### src/common/servo_seq_regs.svh
// Register offsets, field positions, reset values and timing constants of the servo sequencer
`ifndef SERVO_SEQ_REGS_SVH
`define SERVO_SEQ_REGS_SVH

`define SEQ_REG_EXTRA 8'h00
`define SEQ_REG_OVS2 8'h04
`define SEQ_REG_LATCH 8'h08
`define SEQ_REG_OSC 8'h0c
`define SEQ_REG_MASK 8'h10
`define SEQ_REG_SEQSEL 8'h14
`define SEQ_REG_STALL 8'h18
`define SEQ_REG_RUNDLY 8'h1c
`define SEQ_REG_BRKSPD 8'h20
`define SEQ_REG_FILT 8'h24
`define SEQ_REG_STATUS 8'h28
`define SEQ_REG_WARN 8'h2c

`define SEQ_SEL_SVOFF_LSB 0
`define SEQ_SEL_MAIN_LSB 4
`define SEQ_SEL_ALARM_LSB 8
`define SEQ_SEL_CLR_BIT 12
`define SEQ_SEL_DB_BIT 0
`define SEQ_SEL_PWR_BIT 1
`define SEQ_WARN_OSC_BIT 0

`define SEQ_RST_OVS2 15'h0000
`define SEQ_RST_STALL 16'h0000
`define SEQ_RST_RUNDLY 16'h0000
`define SEQ_RST_FILT 8'h00
`define SEQ_RST_SEQSEL 13'h0000

`define SEQ_CLK_NS 8
`define SEQ_MS_NS 1000000
`define SEQ_INIT_BASE_MS 1500
`define SEQ_EXTRA_STEP_MS 100
`define SEQ_LATCH_STEP_MS 1000
`define SEQ_CLR_FIXED_MS 120
`define SEQ_STOP_RPM 30

`endif

### src/common/servo_seq_pkg.sv
// Types shared by the servo sequencer
package servo_seq_pkg;
  typedef enum logic [2:0] {ST_INIT, ST_OFF, ST_ON, ST_STALL_OFF, ST_RUN_OFF, ST_ALARM} seq_state_e;
endpackage

### src/rtl/servo_ms_timer.sv
// Millisecond tick counter that runs while enabled and reports reaching its limit
`timescale 1ns/1ns
`default_nettype none
module servo_ms_timer #(
  parameter int W = 16
) (
  input wire logic clk,
  input wire logic rst_n,
  input wire logic tick,
  input wire logic run,
  input wire logic [W-1:0] limit,
  output logic done
);
  logic [W-1:0] count_q;

  always_ff @(posedge clk)
  begin
    if (!rst_n || !run)
      count_q <= '0;
    else if (tick && count_q < limit)
      count_q <= count_q + 1'b1;
  end

  // Compare with >= so a limit lowered mid-run still ends the wait
  assign done = run && (count_q >= limit);
endmodule // servo_ms_timer
`default_nettype wire

### src/rtl/servo_drive_sequence_control.sv
// Servo drive power-up, enable, brake, alarm and warning sequencing
`timescale 1ns/1ns
`default_nettype none
`include "servo_seq_regs.svh"
module servo_drive_sequence_control #(
  parameter int CYC_PER_MS = `SEQ_MS_NS / `SEQ_CLK_NS
) (
  input wire logic CLK,
  input wire logic RST_N,
  input wire logic [7:0] ADDR,
  input wire logic [15:0] WDATA,
  input wire logic WR,
  input wire logic RD,
  output logic [15:0] RDATA,
  input wire logic SERVO_ENABLE_IN,
  input wire logic FAULT_CLEAR_IN,
  input wire logic MAIN_POWER_OK,
  input wire logic FAULT_DETECT,
  input wire logic [15:0] WARN_IN,
  input wire logic [15:0] MOTOR_SPEED,
  input wire logic [10:0] TORQUE_VIB,
  output logic SERVO_READY_SIGNAL,
  output logic FAULT_INDICATOR_OUT,
  output logic BRAKE_RELEASE_OUT,
  output logic DYN_BRAKE_OUT,
  output logic MOTOR_POWER_OUT,
  output logic OVERSPEED2_OUT,
  output logic PROTECT_ACTIVE,
  output logic [15:0] WARNING_OUT
);
  localparam logic [15:0] STOP_RPM = 16'(`SEQ_STOP_RPM);

  if (CYC_PER_MS < 2)
    $error("CYC_PER_MS must be at least 2");

  servo_seq_pkg::seq_state_e state_q, state_d;
  logic [6:0] extra_q;
  logic [14:0] ovs2_lvl_q, brk_spd_q;
  logic [3:0] latch_q;
  logic [9:0] osc_lvl_q;
  logic [15:0] mask_q, stall_q, rundly_q, warn_q, raw_warn;
  logic [12:0] seqsel_q;
  logic [7:0] filt_q;
  logic [31:0] pre_q;
  logic tick;
  logic init_done_q, brk_done_q, ovs2_q, stopped, ready_w;
  logic init_tmr_done, brk_tmr_done, clr_tmr_done, latch_tmr_done;
  logic [2:0] sync_q [3];
  logic [2:0] pin_q;
  logic en_pin, clr_pin, pwr_pin;
  logic [3:0] svoff_sel, main_sel, alarm_sel;
  logic db_d, pwr_d, brk_rel_d;
  logic [15:0] init_limit, clr_limit, latch_limit;
  logic warn_wr;
  logic [15:0] status_w;

  // Three-stage pin synchroniser; the value moves once the last two stages agree
  for (genvar i = 0; i < 3; i++)
  begin : g_sync
    always_ff @(posedge CLK)
    begin
      if (!RST_N)
        sync_q[i] <= 3'h0;
      else
        sync_q[i] <= {sync_q[i][1:0], i == 0 ? SERVO_ENABLE_IN : (i == 1 ? FAULT_CLEAR_IN : MAIN_POWER_OK)};
    end
    always_ff @(posedge CLK)
    begin
      if (!RST_N)
        pin_q[i] <= 1'b0;
      else if (sync_q[i][1] == sync_q[i][2])
        pin_q[i] <= sync_q[i][2];
    end
  end
  assign en_pin = pin_q[0];
  assign clr_pin = pin_q[1];
  assign pwr_pin = pin_q[2];

  always_ff @(posedge CLK)
  begin
    if (!RST_N || pre_q == 32'(CYC_PER_MS - 1))
      pre_q <= 32'h0;
    else
      pre_q <= pre_q + 32'h1;
  end
  assign tick = (pre_q == 32'(CYC_PER_MS - 1));

  // Settings registers
  always_ff @(posedge CLK)
  begin
    if (!RST_N)
    begin
      extra_q <= 7'h00;
      ovs2_lvl_q <= `SEQ_RST_OVS2;
      latch_q <= 4'h0;
      osc_lvl_q <= 10'h000;
      mask_q <= 16'h0000;
      seqsel_q <= `SEQ_RST_SEQSEL;
      stall_q <= `SEQ_RST_STALL;
      rundly_q <= `SEQ_RST_RUNDLY;
      brk_spd_q <= 15'h0000;
      filt_q <= `SEQ_RST_FILT;
    end
    else if (WR)
    begin
      unique case (ADDR)
        `SEQ_REG_EXTRA: extra_q <= WDATA[6:0];
        `SEQ_REG_OVS2: ovs2_lvl_q <= WDATA[14:0];
        `SEQ_REG_LATCH: latch_q <= WDATA[3:0];
        `SEQ_REG_OSC: osc_lvl_q <= WDATA[9:0];
        `SEQ_REG_MASK: mask_q <= WDATA;
        `SEQ_REG_SEQSEL: seqsel_q <= WDATA[12:0];
        `SEQ_REG_STALL: stall_q <= WDATA;
        `SEQ_REG_RUNDLY: rundly_q <= WDATA;
        `SEQ_REG_BRKSPD: brk_spd_q <= WDATA[14:0];
        `SEQ_REG_FILT: filt_q <= WDATA[7:0];
        default: ;
      endcase
    end
  end
  assign warn_wr = WR && ADDR == `SEQ_REG_WARN;

  assign status_w = {4'h0, en_pin, pwr_pin, ovs2_q, MOTOR_POWER_OUT, DYN_BRAKE_OUT, BRAKE_RELEASE_OUT,
                     FAULT_INDICATOR_OUT, SERVO_READY_SIGNAL, init_done_q, state_q};

  // Read data stands only in the cycle after the strobe
  always_ff @(posedge CLK)
  begin
    if (!RST_N || !RD)
      RDATA <= 16'h0000;
    else
    begin
      unique case (ADDR)
        `SEQ_REG_EXTRA: RDATA <= {9'h000, extra_q};
        `SEQ_REG_OVS2: RDATA <= {1'b0, ovs2_lvl_q};
        `SEQ_REG_LATCH: RDATA <= {12'h000, latch_q};
        `SEQ_REG_OSC: RDATA <= {6'h00, osc_lvl_q};
        `SEQ_REG_MASK: RDATA <= mask_q;
        `SEQ_REG_SEQSEL: RDATA <= {3'h0, seqsel_q};
        `SEQ_REG_STALL: RDATA <= stall_q;
        `SEQ_REG_RUNDLY: RDATA <= rundly_q;
        `SEQ_REG_BRKSPD: RDATA <= {1'b0, brk_spd_q};
        `SEQ_REG_FILT: RDATA <= {8'h00, filt_q};
        `SEQ_REG_STATUS: RDATA <= status_w;
        `SEQ_REG_WARN: RDATA <= warn_q;
        default: RDATA <= 16'h0000;
      endcase
    end
  end

  assign svoff_sel = seqsel_q[`SEQ_SEL_SVOFF_LSB +: 4];
  assign main_sel = seqsel_q[`SEQ_SEL_MAIN_LSB +: 4];
  assign alarm_sel = seqsel_q[`SEQ_SEL_ALARM_LSB +: 4];
  assign stopped = MOTOR_SPEED <= STOP_RPM;
  assign ready_w = init_done_q && pwr_pin && state_q != servo_seq_pkg::ST_ALARM;

  assign init_limit = 16'(`SEQ_INIT_BASE_MS) + 16'(extra_q) * 16'(`SEQ_EXTRA_STEP_MS);
  assign clr_limit = seqsel_q[`SEQ_SEL_CLR_BIT] ? {8'h00, filt_q} : 16'(`SEQ_CLR_FIXED_MS);
  assign latch_limit = 16'(latch_q) * 16'(`SEQ_LATCH_STEP_MS);

  servo_ms_timer #(.W(16)) u_init_tmr (
    .clk(CLK), .rst_n(RST_N), .tick(tick), .run(!init_done_q), .limit(init_limit), .done(init_tmr_done)
  );
  servo_ms_timer #(.W(16)) u_brk_tmr (
    .clk(CLK), .rst_n(RST_N), .tick(tick),
    .run(!brk_done_q && (state_q == servo_seq_pkg::ST_STALL_OFF || state_q == servo_seq_pkg::ST_RUN_OFF ||
         state_q == servo_seq_pkg::ST_ALARM)),
    .limit(state_q == servo_seq_pkg::ST_STALL_OFF ? stall_q : rundly_q), .done(brk_tmr_done)
  );
  servo_ms_timer #(.W(16)) u_clr_tmr (
    .clk(CLK), .rst_n(RST_N), .tick(tick), .run(state_q == servo_seq_pkg::ST_ALARM && clr_pin),
    .limit(clr_limit), .done(clr_tmr_done)
  );
  servo_ms_timer #(.W(16)) u_latch_tmr (
    .clk(CLK), .rst_n(RST_N), .tick(tick), .run(latch_q != 4'h0 && warn_q != 16'h0000 && raw_warn == 16'h0000),
    .limit(latch_limit), .done(latch_tmr_done)
  );

  // Protection ignores fault and warning inputs until the power-up wait ends
  always_ff @(posedge CLK)
  begin
    if (!RST_N)
      init_done_q <= 1'b0;
    else if (init_tmr_done)
      init_done_q <= 1'b1;
  end
  assign PROTECT_ACTIVE = init_done_q;

  always_comb
  begin
    state_d = state_q;
    unique case (state_q)
      servo_seq_pkg::ST_INIT:
        if (init_tmr_done)
          state_d = FAULT_DETECT ? servo_seq_pkg::ST_ALARM : servo_seq_pkg::ST_OFF;
      servo_seq_pkg::ST_OFF:
        if (FAULT_DETECT)
          state_d = servo_seq_pkg::ST_ALARM;
        else if (en_pin && ready_w && stopped)
          state_d = servo_seq_pkg::ST_ON;
      servo_seq_pkg::ST_ON:
        if (FAULT_DETECT)
          state_d = servo_seq_pkg::ST_ALARM;
        else if (!en_pin || !pwr_pin)
          state_d = stopped ? servo_seq_pkg::ST_STALL_OFF : servo_seq_pkg::ST_RUN_OFF;
      servo_seq_pkg::ST_STALL_OFF:
        if (FAULT_DETECT)
          state_d = servo_seq_pkg::ST_ALARM;
        else if (brk_done_q)
          state_d = servo_seq_pkg::ST_OFF;
      servo_seq_pkg::ST_RUN_OFF:
        if (FAULT_DETECT)
          state_d = servo_seq_pkg::ST_ALARM;
        else if (brk_done_q && stopped)
          state_d = servo_seq_pkg::ST_OFF;
      servo_seq_pkg::ST_ALARM:
        if (clr_tmr_done && !FAULT_DETECT)
          state_d = servo_seq_pkg::ST_OFF;
      default: state_d = servo_seq_pkg::ST_ALARM;
    endcase
  end

  always_ff @(posedge CLK)
  begin
    if (!RST_N)
      state_q <= servo_seq_pkg::ST_INIT;
    else
      state_q <= state_d;
  end

  // Brake applied flag: delay expiry at standstill; first of delay expiry or slow speed when running or in alarm
  always_ff @(posedge CLK)
  begin
    if (!RST_N)
      brk_done_q <= 1'b1;
    else if (state_q == servo_seq_pkg::ST_ON)
      brk_done_q <= 1'b0;
    else if (state_q == servo_seq_pkg::ST_STALL_OFF)
      brk_done_q <= brk_done_q || brk_tmr_done;
    else if (state_q == servo_seq_pkg::ST_RUN_OFF || state_q == servo_seq_pkg::ST_ALARM)
      brk_done_q <= brk_done_q || brk_tmr_done || MOTOR_SPEED <= {1'b0, brk_spd_q};
    else
      brk_done_q <= 1'b1;
  end

  // Second over-speed stays until the alarm is cleared
  always_ff @(posedge CLK)
  begin
    if (!RST_N)
      ovs2_q <= 1'b0;
    else if (state_q == servo_seq_pkg::ST_ALARM && !stopped && MOTOR_SPEED > {1'b0, ovs2_lvl_q})
      ovs2_q <= 1'b1;
    else if (state_q != servo_seq_pkg::ST_ALARM)
      ovs2_q <= 1'b0;
  end

  always_comb
  begin
    db_d = 1'b0;
    pwr_d = 1'b0;
    brk_rel_d = !brk_done_q;
    unique case (state_q)
      servo_seq_pkg::ST_INIT: db_d = main_sel[`SEQ_SEL_DB_BIT];
      servo_seq_pkg::ST_OFF:
        db_d = (init_done_q && pwr_pin) ? svoff_sel[`SEQ_SEL_DB_BIT] : main_sel[`SEQ_SEL_DB_BIT];
      servo_seq_pkg::ST_ON:
      begin
        pwr_d = 1'b1;
        brk_rel_d = 1'b1;
      end
      servo_seq_pkg::ST_STALL_OFF:
      begin
        // Torque holds the load until the brake has engaged
        pwr_d = !brk_done_q;
        db_d = brk_done_q && svoff_sel[`SEQ_SEL_DB_BIT];
      end
      servo_seq_pkg::ST_RUN_OFF:
      begin
        pwr_d = svoff_sel[`SEQ_SEL_PWR_BIT];
        db_d = svoff_sel[`SEQ_SEL_DB_BIT];
      end
      servo_seq_pkg::ST_ALARM: db_d = alarm_sel[`SEQ_SEL_DB_BIT];
      default: ;
    endcase
  end

  always_ff @(posedge CLK)
  begin
    if (!RST_N)
    begin
      DYN_BRAKE_OUT <= 1'b0;
      MOTOR_POWER_OUT <= 1'b0;
      BRAKE_RELEASE_OUT <= 1'b0;
      SERVO_READY_SIGNAL <= 1'b0;
      FAULT_INDICATOR_OUT <= 1'b0;
      OVERSPEED2_OUT <= 1'b0;
    end
    else
    begin
      DYN_BRAKE_OUT <= db_d;
      MOTOR_POWER_OUT <= pwr_d;
      BRAKE_RELEASE_OUT <= brk_rel_d;
      SERVO_READY_SIGNAL <= ready_w;
      FAULT_INDICATOR_OUT <= init_done_q && state_q != servo_seq_pkg::ST_ALARM;
      OVERSPEED2_OUT <= ovs2_q;
    end
  end

  // Masked warnings never latch; new events beat a clear in the same cycle
  always_comb
  begin
    raw_warn = WARN_IN;
    raw_warn[`SEQ_WARN_OSC_BIT] = WARN_IN[`SEQ_WARN_OSC_BIT] || TORQUE_VIB > {1'b0, osc_lvl_q};
    raw_warn = init_done_q ? (raw_warn & ~mask_q) : 16'h0000;
  end

  always_ff @(posedge CLK)
  begin
    if (!RST_N)
      warn_q <= 16'h0000;
    else if (latch_tmr_done)
      warn_q <= raw_warn;
    else
      warn_q <= (warn_q & ~(warn_wr ? WDATA : 16'h0000)) | raw_warn;
  end

  always_ff @(posedge CLK)
  begin
    if (!RST_N)
      WARNING_OUT <= 16'h0000;
    else
      WARNING_OUT <= warn_q;
  end

  // Checks
  logic [15:0] ms_seen_q;
  always_ff @(posedge CLK)
  begin
    if (!RST_N)
      ms_seen_q <= 16'h0000;
    else if (tick && !init_done_q)
      ms_seen_q <= ms_seen_q + 16'h1;
  end
endmodule // servo_drive_sequence_control
`default_nettype wire

### config.mk
export PLATFORM = sky130hd
export DESIGN_NAME = servo_drive_sequence_control
export DESIGN_NICKNAME = d
export VERILOG_FILES = /design/src/common/servo_seq_pkg.sv /design/src/rtl/servo_ms_timer.sv /design/src/rtl/servo_drive_sequence_control.sv
export VERILOG_INCLUDE_DIRS = /design/src /design/src/common
export SDC_FILE = /design/constraint.sdc
export NUM_CORES = 1
export LEC_CHECK = 0
export ABC_CLOCK_PERIOD_IN_PS = 6000
export BUFFER_PORTS_ARGS = -buffer_cell sky130_fd_sc_hd__buf_4
export CORE_ASPECT_RATIO = 1.2
export CORE_UTILIZATION = 39
export DETAILED_ROUTE_END_ITERATION = 8
export GPL_ROUTABILITY_DRIVEN = 0
export MAX_ROUTING_LAYER = met4
export PLACE_DENSITY_LB_ADDON = 0.12
export SYNTH_ARGS = -nofsm -noshare
export SYNTH_HDL_FRONTEND = slang
export SYNTH_SLANG_ARGS = --single-unit
### constraint.sdc
create_clock -name CLK -period 6 [get_ports CLK]
set_input_delay 0.6 -clock CLK [delete_from_list [all_inputs] [get_ports CLK]]
set_output_delay 0.6 -clock CLK [all_outputs]
set_load 0.005 [all_outputs]
==> results of run 1 <==
[timing repair]
item | in CTS | in global routing
resized for setup | 0 | 1
setup buffers | 0 | 0
endpoints found under the setup margin | 0 | 12
[cells by family (layout without fill, tap and decap cells)]
| logic type | Yosys count | in the layout | synth area share (%) |
|---|---|---|---|
| buffers and inverters | 212 | 293 | 5.024 |
| AO/OA/AOI/OAI | 461 | 461 | 19.08 |
| flip-flops | 288 | 288 | 35.40 |
| adder cells (fa/ha/maj) | 148 | 148 | 11.78 |
| AND/OR/NAND/NOR | 741 | 741 | 22.83 |
| XOR/XNOR | 46 | 46 | 2.474 |
| multiplexers | 55 | 55 | 3.411 |
| other | 0 | 1 | 0 |
[worst max path at each step]
stage / startpoint / endpoint / slack (ps) / cells after the start
after floorplan: extra_q[2] / u_init_tmr.count_q[12] / 1240 / 18
final: extra_q[2] / u_init_tmr.count_q[9] / 600 / 17
after global placement: extra_q[2] / u_init_tmr.count_q[7] / 590 / 17
after detailed placement: extra_q[2] / u_init_tmr.count_q[9] / 380 / 17
after global routing: extra_q[2] / u_init_tmr.count_q[12] / 110 / 18
after CTS: extra_q[2] / u_init_tmr.count_q[9] / 370 / 17
[per-layer routing]
| layer | vias to the layer above | share of wire, % | track usage, % |
|---|---|---|---|
| met5 | - | 0 | - |
| met4 | 0 | 4.3 | 11.71 |
| met3 | 116 | 5.2 | 3.015 |
| met2 | 471 | 49 | 43.11 |
| met1 | 6992 | 42 | 29.98 |
| li1 | 7112 | - | - |
[final cells by class]
type	count	area, um2	share of cell area (%)
antenna	1	2.502	0.01338
clock buffer	53	1086	5.806
clock inverter	9	97.59	0.5217
inverter	102	382.9	2.047
multi-input combinational	1451	9728	52.01
sequential	288	5766	30.82
tap	539	674.4	3.605
timing repair buffer	129	968.4	5.177
[placed cells by master (no fill, tap or decap), types with 24 or more instances in the layout]
master     instances
nand4_1           29
and3_1            30
xnor2_1           31
a22oi_1           26
nor2b_1           24
clkbuf_16         37
ha_1             139
o21ai_0           68
mux2i_1           51
and2_1            51
a21boi_0          68
buf_4            129
nand2_1          278
nand3_1           77
nor3_1            31
nor2_1            90
inv_1            101
dfxtp_1          288
a21oi_1          123
[per-stage QoR]
step           instance area [um2]  total power [mW]
2_1_floorplan                16290             2.132
3_3_place_gp                 17510             2.250
3_5_place_dp                 17510             2.254
4_1_cts                      18700             4.438
5_1_grt                      18710             4.535
6_report                     18710             4.398
[power groups by stage]
stage,Sequential (mW),Combinational [mW],Clock (mW)
after floorplan,1.97,0.161,0
after global placement,1.99,0.263,0
after detailed placement,1.99,0.267,0
after CTS,1.94,0.269,2.22
after global routing,1.95,0.293,2.30
final,1.95,0.271,2.18
[worst max-delay path: stages (launching register included)]
cell      delay (ps)
dfxtp_1          490
ha_1             290
ha_1             310
fa_1             460
ha_1             270
a211oi_1         250
nor2_1           100
o31ai_1          260
a21boi_0         380
nor4bb_1         410
xnor2_1          170
ha_1             260
nand4b_1         160
o21ai_0          140
a211oi_2         340
nand3_1          380
o311ai_0         440
o41ai_1          140
[state kept, by name, summed over array words and instances, names as in the netlist, 3 cells and up]
name / count
filt_q: 8
u_init_tmr.count_q: 16
WARNING_OUT: 16
u_brk_tmr.count_q: 16
u_clr_tmr.count_q: 16
rundly_q: 16
u_latch_tmr.count_q: 16
brk_spd_q: 15
sync_q: 9
extra_q: 7
RDATA: 16
stall_q: 16
osc_lvl_q: 10
ovs2_lvl_q: 15
state_q: 3
seqsel_q: 13
pre_q: 32
warn_q: 16
latch_q: 4
mask_q: 16
==> impl_results.md, run 1 <==
- Die Span X: 188.6 um
- Largest fanout on the critical path: 11
- DRC viols: 0
- Worst min path class: in2reg
- TNS Setup: 0 ps
- Worst Path Arrival: 5790 ps
- ANT nets after route: 0
- Hold Crit Start: FAULT_CLEAR_IN
- Setup WS post-layout: 600.5 ps
- Final std cells w/o fill: 2572
- CTS clk-pin slew, worst paths: 60 ps
- Flop2flop setup slack: 600 ps
- RSZ-0062 raised after global routing: false
- Final Util: 45.69%
- Initial Util: 39.78%
- Sequential share of power: 44.3%
- Hold EP: sync_q[1][0]
- First-pass GRT wire length: 81.61 mm
- Share of cells above drive strength 1: 10.29%
- Clock Latency Late Sink: 540 ps
- R2R depth: 17
- CTS tree: built
- Final Cycle Share: 89.99%
- IO Port Bufs: 113
- EDFF count, synth: 0
- Worst endpoint required time: 6390 ps
- Min Hold Slack: 281.3 ps
- Starting DRT DRC Count: 1147
- Comb pwr share: 6.2%
- Post-Synthesis Cells: 1951
- Area grow syn2layout: 14.84%
- Final setup violation count: 0
- Slew Limit Headroom: 26.05%
- Number of nets in the layout: 2230
- Critical path endpoint category: flip-flop
- Synth Cell Area: 16290 um2
- TritonRoute pass-1 iters: 5
- Mean post-synth cell area: 8.349 um2
- DR vias: 14691
- GRT overflow: 0
- Total GRT Usage: 25.41%
- Sw Ratio: 23.53%
- Maximum buffer depth of the clock tree: 3
- Fmax: 185.2 MHz
- HPWL Detailed: 39.19 mm
- Die area: 42590 um2
- Crit Path Category: reg2reg
- Worst Tran Pin Value: 1107 ps
- Clock net sink count: 288
- Dpl ws: 381.6 ps
- Post-synthesis async set-or-reset flop share: 0%
- Synth Flop Type: dfxtp_1
- Final Max Slew Viols: 0
- RR Endpoint: u_init_tmr.count_q[9]
- H-tree levels: 2
- CTS root buf: clkbuf_16
- TritonCTS Buffers: 35
- Synth top area share: 35.40%
- Clock network fraction of design power: 49.6%
- Cell Pwr Density: 235.1 nW/um2
- Synth warn: 0
- Vias/cell: 5.712
- Seq cells post-synth: 288
- Routed wire length: 53.20 mm
- DIE HEIGHT: 225.9 um
- Fill count: 4063
- Synth top area cells: dfxtp_1 35%, ha_1 11%, nand2_1 6.4%
- Top-count cell post-synth: dfxtp_1
- Hold Fails Final Rpt: 0
- Initial antenna violation count: 1
- Hold depth: 2
- Rows: 81
- Maxcap violations: 0
- Vias in the first global route: 13884
- Post-synthesis sequential area ratio: 35.40%
- Final worst path period need: 5400 ps
- Internal power: 3.363 mW
- # IOs: 114
- Syn_nets: 2174
- Biggest area consumer among synthesized cells: dfxtp_1
- Status: completed
- Hold-fix buffers, CTS: 0
- Static Leak: 7.127 nW
- Post-synthesis cell type count: 75
- CORE AREA: 40940 um2
- Post-synth top cells: 288 x dfxtp_1, 278 x nand2_1, 139 x ha_1
- RR Startpoint: extra_q[2]
- Dpl cells: 2509
- Worst vdd ir: 174.5 uV
- Psw: 1.035 mW
- Crit start category: flip-flop
- Drt wl/cell: 20.68 um
- Clk_skew: 15.29 ps
- Pin count of the biggest net entering global routing: 69
(Power assumes the default switching activity.)
==> inputs of run 2 (changes only) <==
--- a/config.mk
+++ b/config.mk
@@ -12,7 +12,6 @@
 export CORE_UTILIZATION = 39
 export DETAILED_ROUTE_END_ITERATION = 8
 export GPL_ROUTABILITY_DRIVEN = 0
-export MAX_ROUTING_LAYER = met4
 export PLACE_DENSITY_LB_ADDON = 0.12
 export SYNTH_ARGS = -nofsm -noshare
 export SYNTH_HDL_FRONTEND = slang
==> impl_results.md, run 2 (synthesis results as in run 1) <==
- Status: completed
- Number of diodes: 0 (-1)
- DIE HEIGHT: 225.9 um (unchanged)
- TritonRoute pass-1 iters: 8 (+3)
- CTS root buf: clkbuf_16
- GRT overflow: 0 (unchanged)
- Total GRT Usage: 24.68% (-0.72 points)
- Die area: 42590 um2 (unchanged)
- Psw: 1.038 mW (+0.30%)
- CTS tree: built
- Worst Tran Pin Value: 1097 ps (-10.28 ps)
- Critical Path Most Common Cell: ha_1
- # IOs: 114 (unchanged)
- DR vias: 14627 (-0.44%)
- Largest reg by FF count: pre_q
- HPWL Detailed: 39.19 mm (unchanged)
- Initial antenna violation count: 1 (unchanged)
- Largest fanout on the critical path: 11 (unchanged)
- Internal power: 3.363 mW (about the same)
- Static Leak: 7.127 nW (unchanged)
- CP peak stage delay: 490 ps (about the same)
- Rows: 81 (unchanged)
- Min Hold Slack: 279.3 ps (-2.005 ps)
- Fmax: 185.0 MHz (-0.12%)
- Final setup violation count: 0 (unchanged)
- First-pass GRT wire length: 81.63 mm (about the same)
- CORE AREA: 40940 um2 (unchanged)
- Die Span X: 188.6 um (unchanged)
- Largest register FFs: 32 (unchanged)
- Clock Latency Late Sink: 540 ps (about the same)
- Worst Path Arrival: 5800 ps (about the same)
- Final std cells w/o fill: 2571 (-0.039%)
- Cell Pwr Density: 235.3 nW/um2 (about the same)
- Hold Fails Final Rpt: 0 (unchanged)
- Commonest non-fill, non-tap cell in the layout: dfxtp_1
- CTS clk-pin slew, worst paths: 60 ps (about the same)
- Critical path buffers and inverters: 0 (unchanged)
- Routed wire length: 53.20 mm (about the same)
- Starting DRT DRC Count: 1049 (-8.5%)
- Top delay family on crit path: compound AO/OA/AOI/OAI gates
- Critical path endpoint category: flip-flop
- Number of nets in the layout: 2230 (unchanged)
- Crit Path Category: reg2reg
- IO Port Bufs: 113 (unchanged)
- Flop2flop setup slack: 590 ps (about the same)
- Drt wl/cell: 20.69 um (about the same)
- Crit start category: flip-flop
- Sw Ratio: 23.59% (+0.054 points)
- H-tree levels: 2 (unchanged)
- DRC viols: 0 (unchanged)
- Initial Util: 39.78% (unchanged)
- Vias/cell: 5.689 (-0.40%)
- Final Cycle Share: 90.10% (+0.11 points)
- Maximum buffer depth of the clock tree: 3 (unchanged)
- Most frequent cells in the layout: 288 x dfxtp_1, 278 x nand2_1, 139 x ha_1, 129 x buf_4, 123 x a21oi_1
- Worst endpoint required time: 6400 ps (about the same)
- Worst min path class: in2reg
- Area grow syn2layout: 14.83% (about the same)
- # Post-CTS Setup Buffers: 0 (unchanged)
- RSZ-0062 raised after global routing: false
- Clock network fraction of design power: 49.6% (about the same)
- Maxcap violations: 0 (unchanged)
- Slew Limit Headroom: 26.73% (+0.69 points)
- Sequential share of power: 44.2% (about the same)
- Clock net sink count: 288 (unchanged)
- TritonCTS Buffers: 35 (unchanged)
- Hold-fix buffers, CTS: 0 (unchanged)
- ANT nets after route: 0 (unchanged)
- Vias in the first global route: 13906 (+0.16%)
- Worst-path cell chain: ha_1, ha_1, fa_1, ha_1, a211oi_1, nor2_1, o31ai_1, a21boi_0, nor4bb_1, xnor2_1, ha_1, nand4b_1, o21ai_0, a211oi_2, nand3_1, o311ai_0, o41ai_1
- Share of cells above drive strength 1: 10.29% (unchanged)
- Post-CTS sizing: 0 (unchanged)
- Dpl cells: 2509 (unchanged)
- TNS Setup: 0 ps (unchanged)
- Clk_skew: 15.45 ps (+0.1629 ps)
- Pin count of the biggest net entering global routing: 69 (unchanged)
- Final worst path period need: 5406 ps (+6.502 ps)
- Comb pwr share: 6.2% (about the same)
- Worst vdd ir: 174.6 uV (about the same)
- Final Max Slew Viols: 0 (unchanged)
- Critical Path Slowest Stage Cell: dfxtp_1
==> run 2: power by group through the flow <==
stage / clock network [mW] / registers [mW] / logic [mW]
4_1_cts: 2.22 / 1.94 / 0.269
3_5_place_dp: 0 / 1.99 / 0.267
5_1_grt: 2.30 / 1.95 / 0.292
6_report: 2.18 / 1.95 / 0.271
2_1_floorplan: 0 / 1.97 / 0.161
3_3_place_gp: 0 / 1.99 / 0.263
==> run 2: layout make-up <==
type	count	area [um2]
clock buffer	53	1086
clock inverter	9	97.59
fill	4060	22240
inverter	102	382.9
multi-input combinational	1451	9728
sequential	288	5766
tap	539	674.4
timing repair buffer	129	968.4
==> run 2: through the flow <==
| step | utilization [%] | power (mW) | setup WS (ps) | area (um2) |
|---|---|---|---|---|
| global route | 45.68 | 4.534 | 114.4 | 18700 |
| detailed placement | 42.78 | 2.254 | 381.6 | 17510 |
| floorplan | - | 2.132 | 1239 | 16290 |
| CTS | 45.67 | 4.438 | 373.7 | 18700 |
| global placement | 42.78 | 2.250 | 590.2 | 17510 |
| finish | 45.68 | 4.401 | 594.0 | 18700 |
==> run 2: worst paths after layout <==
check / startpoint / end / cells past startpoint
worst min register to register: sync_q[2][0] / sync_q[2][1] / 1
worst min-delay path: FAULT_CLEAR_IN / sync_q[1][0] / 2
worst max-delay path: extra_q[2] / u_init_tmr.count_q[9] / 17
worst max register to register: extra_q[2] / u_init_tmr.count_q[9] / 17
==> run 2: metal layers <==
| layer | wire length, um | global-route usage [%] | vias up |
|---|---|---|---|
| met5 | 12 | 0 | - |
| met4 | 2530 | 12.17 | 2 |
| met3 | 2671 | 3.092 | 122 |
| met2 | 25740 | 42.92 | 432 |
| met1 | 22240 | 29.93 | 6965 |
| li1 | - | - | 7106 |
==> inputs of run 3 (changes only) <==
--- a/config.mk
+++ b/config.mk
@@ -6,6 +6,7 @@
 export SDC_FILE = /design/constraint.sdc
 export NUM_CORES = 1
 export LEC_CHECK = 0
+export ABC_AREA = 1
 export ABC_CLOCK_PERIOD_IN_PS = 6000
 export BUFFER_PORTS_ARGS = -buffer_cell sky130_fd_sc_hd__buf_4
 export CORE_ASPECT_RATIO = 1.2
==> impl_results.md, run 3 <==
- Largest fanout on the critical path: 16 (+5)
- Slew Limit Headroom: 36.78% (+10 points)
- Maxcap violations: 0 (unchanged)
- Synth top area share: 34.66% (-0.73 points)
- Routed wire length: 51.63 mm (-2.9%)
- Post-synthesis async set-or-reset flop share: 0% (unchanged)
- Post-Synthesis Cells: 2342 (+20%)
- Largest register FFs: 32 (unchanged)
- Hold-fix buffers, CTS: 0 (unchanged)
- CP Depth: 18 (+1)
- R2R depth: 18 (+1)
- Final setup violation count: 0 (unchanged)
- Worst vdd ir: 239.6 uV (+37%)
- Synth top area cells: dfxtp_1 35%, ha_1 10%, nand2_1 9.3%
- Post-synthesis cell type count: 51 (-32%)
- Clk_skew: 26.11 ps (+10.65 ps)
- Top delay family on crit path: adder cells
- ANT nets after route: 0 (unchanged)
- DIE HEIGHT: 228.2 um (+1.0%)
- Final std cells w/o fill: 2994 (+16%)
- Rows: 82 (+1.2%)
- # IOs: 114 (unchanged)
- TritonRoute pass-1 iters: 5 (-3)
- Critical Path Slowest Stage Cell: fa_1
- Syn_nets: 2565 (+18%)
- Final Power: 4.703 mW (+6.9%)
- Share of cells above drive strength 1: 9.191% (-1.1 points)
- IO Port Bufs: 113 (unchanged)
- Number of diodes: 0 (unchanged)
- Total GRT Usage: 23.65% (-1.0 points)
- Final Util: 45.75% (+0.075 points)
- Crit Path Category: reg2reg
- Synth warn: 0 (unchanged)
- Dpl cell area: 17870 um2 (+2.0%)
- Die Span X: 190.5 um (+1.0%)
- Dpl ws: 1265 ps (+883.4 ps)
- Critical path endpoint category: flip-flop
- Top-count cell post-synth: nand2_1
- Largest reg by FF count: pre_q
- DRC viols: 0 (unchanged)
- Mean post-synth cell area: 7.102 um2 (-15%)
- TritonCTS Buffers: 36 (+2.9%)
- Biggest area consumer among synthesized cells: dfxtp_1
- Vias/cell: 5.252 (-7.7%)
- Hold depth: 3 (+1)
- Fin area: 19200 um2 (+2.7%)
- Clock Latency Late Sink: 570 ps (+30 ps)
- Post-synthesis sequential area ratio: 34.66% (-0.73 points)
- Initial antenna violation count: 0 (-1)
- # Post-CTS Setup Buffers: 0 (unchanged)
- H-tree levels: 2 (unchanged)
- HPWL Detailed: 38.66 mm (-1.3%)
- Synth Cell Area: 16630 um2 (+2.1%)
- Maximum buffer depth of the clock tree: 3 (unchanged)
- GRT overflow: 0 (unchanged)
- Worst Path Arrival: 5240 ps (-560 ps)
- Final Cycle Share: 79.07% (-11 points)
- Worst Tran Pin Value: 946.1 ps (-150.7 ps)
- Clock net sink count: 288 (unchanged)
- RSZ-0062 raised after global routing: false
- Crit start category: flip-flop
- Worst-path cell chain: fa_1, inv_1, fa_1, inv_1, ha_1, a21oi_1, nand2_1, a21oi_1, o21ai_0, xor2_1, ha_1, a21oi_1, a21oi_1, nor2_2, nand3_1, nand3_2, nand2_1, nor2_1
- Final Max Slew Viols: 0 (unchanged)
- Worst min path class: in2reg
- CTS tree: built
- Die area: 43480 um2 (+2.1%)
- Final worst path period need: 4744 ps (-662.1 ps)
- CORE AREA: 41960 um2 (+2.5%)
- Post-synth top cells: 413 x nand2_1, 329 x inv_1, 288 x dfxtp_1
- Seq cells post-synth: 288 (unchanged)
- Vias in the first global route: 14775 (+6.2%)
- Dpl cells: 2930 (+17%)
- Pin count of the biggest net entering global routing: 80 (+16%)
- CTS clk-pin slew, worst paths: 60 ps (about the same)
- CTS root buf: clkbuf_16
- Most frequent cells in the layout: 413 x nand2_1, 329 x inv_1, 288 x dfxtp_1, 234 x a21oi_1, 205 x nor2_1
- Number of nets in the layout: 2645 (+19%)
- Worst endpoint required time: 6500 ps (+100 ps)
- Area grow syn2layout: 15.43%
- CP peak stage delay: 670 ps (+180 ps)
- Cell Pwr Density: 244.9 nW/um2 (+4.1%)
- Starting DRT DRC Count: 1091 (+4.0%)
- Critical path buffers and inverters: 2 (+2)
- Drt wl/cell: 17.24 um (-17%)
- Static Leak: 8.175 nW (+15%)
- EDFF count, synth: 0 (unchanged)
- Commonest non-fill, non-tap cell in the layout: nand2_1
- Fmax: 210.8 MHz (+14%)
- Initial Util: 39.64% (-0.14 points)
- Hold Fails Final Rpt: 0 (unchanged)
- TNS Setup: 0 ps (unchanged)
- DR vias: 15724 (+7.5%)
- First-pass GRT wire length: 80.82 mm (-0.99%)
- Synth Flop Type: dfxtp_1
- Min Hold Slack: 220.4 ps (-58.95 ps)
- Status: completed
- Critical Path Most Common Cell: a21oi_1
- Post-CTS sizing: 0 (unchanged)
- Setup WS post-layout: 1256 ps (+662.1 ps)
-- run 3: cell types whose count changed in the layout (fill, tap and decap cells not counted), sizes merged, moves of 51 or more --
cell / before / now
nand3: 77 / 153
a21boi: 69 / 0
nor2: 90 / 221
nand2: 279 / 417
o21ai: 68 / 178
inv: 102 / 343
a21oi: 123 / 234
mux2i: 51 / 0
-- run 3: worst paths after layout --
check / from / slack (ps) / to
worst max register to register: latch_q[2] / 1260 / warn_q[6]
worst max-delay path: latch_q[2] / 1260 / warn_q[6]
worst min register to register: sync_q[0][0] / 410 / sync_q[0][1]
worst min-delay path: MAIN_POWER_OK / 220 / sync_q[2][0]
-- run 3: worst min-delay path, cell delays in order --
cell	delay (ps)
buf_4	80
nand2_1	40
inv_1	40
-- run 3: cells by family after synthesis --
logic type               after synthesis  share of synthesized area [%]
AO/OA/AOI/OAI                        488                          15.52
XOR/XNOR                              65                          3.423
adder cells (fa/ha/maj)              148                          11.54
buffers and inverters                418                          9.779
flip-flops                           288                          34.66
AND/OR/NAND/NOR                      935                          25.08
-- run 3: where the power goes --
| group | total [mW] | switching [mW] | internal, mW |
|---|---|---|---|
| clock | 2.45 | 0.903 | 1.55 |
| combinational | 0.311 | 0.207 | 0.104 |
| sequential | 1.94 | 0.0117 | 1.93 |
-- run 3: area by class of cell --
class                      instances  area (um2)
fill                            4319       22760
multi-input combinational       1636        9245
sequential                       288        5766
inverter                         341        1280
clock buffer                      44       970.9
timing repair buffer             119       893.4
tap                              546       683.2
clock inverter                    20       361.6
-- run 3: per-layer routing --
metal,global-route usage [%],wire length (um)
met5,0,0
met4,10.55,2170
met3,3.077,2944
met2,37.15,22920
met1,32.10,23600
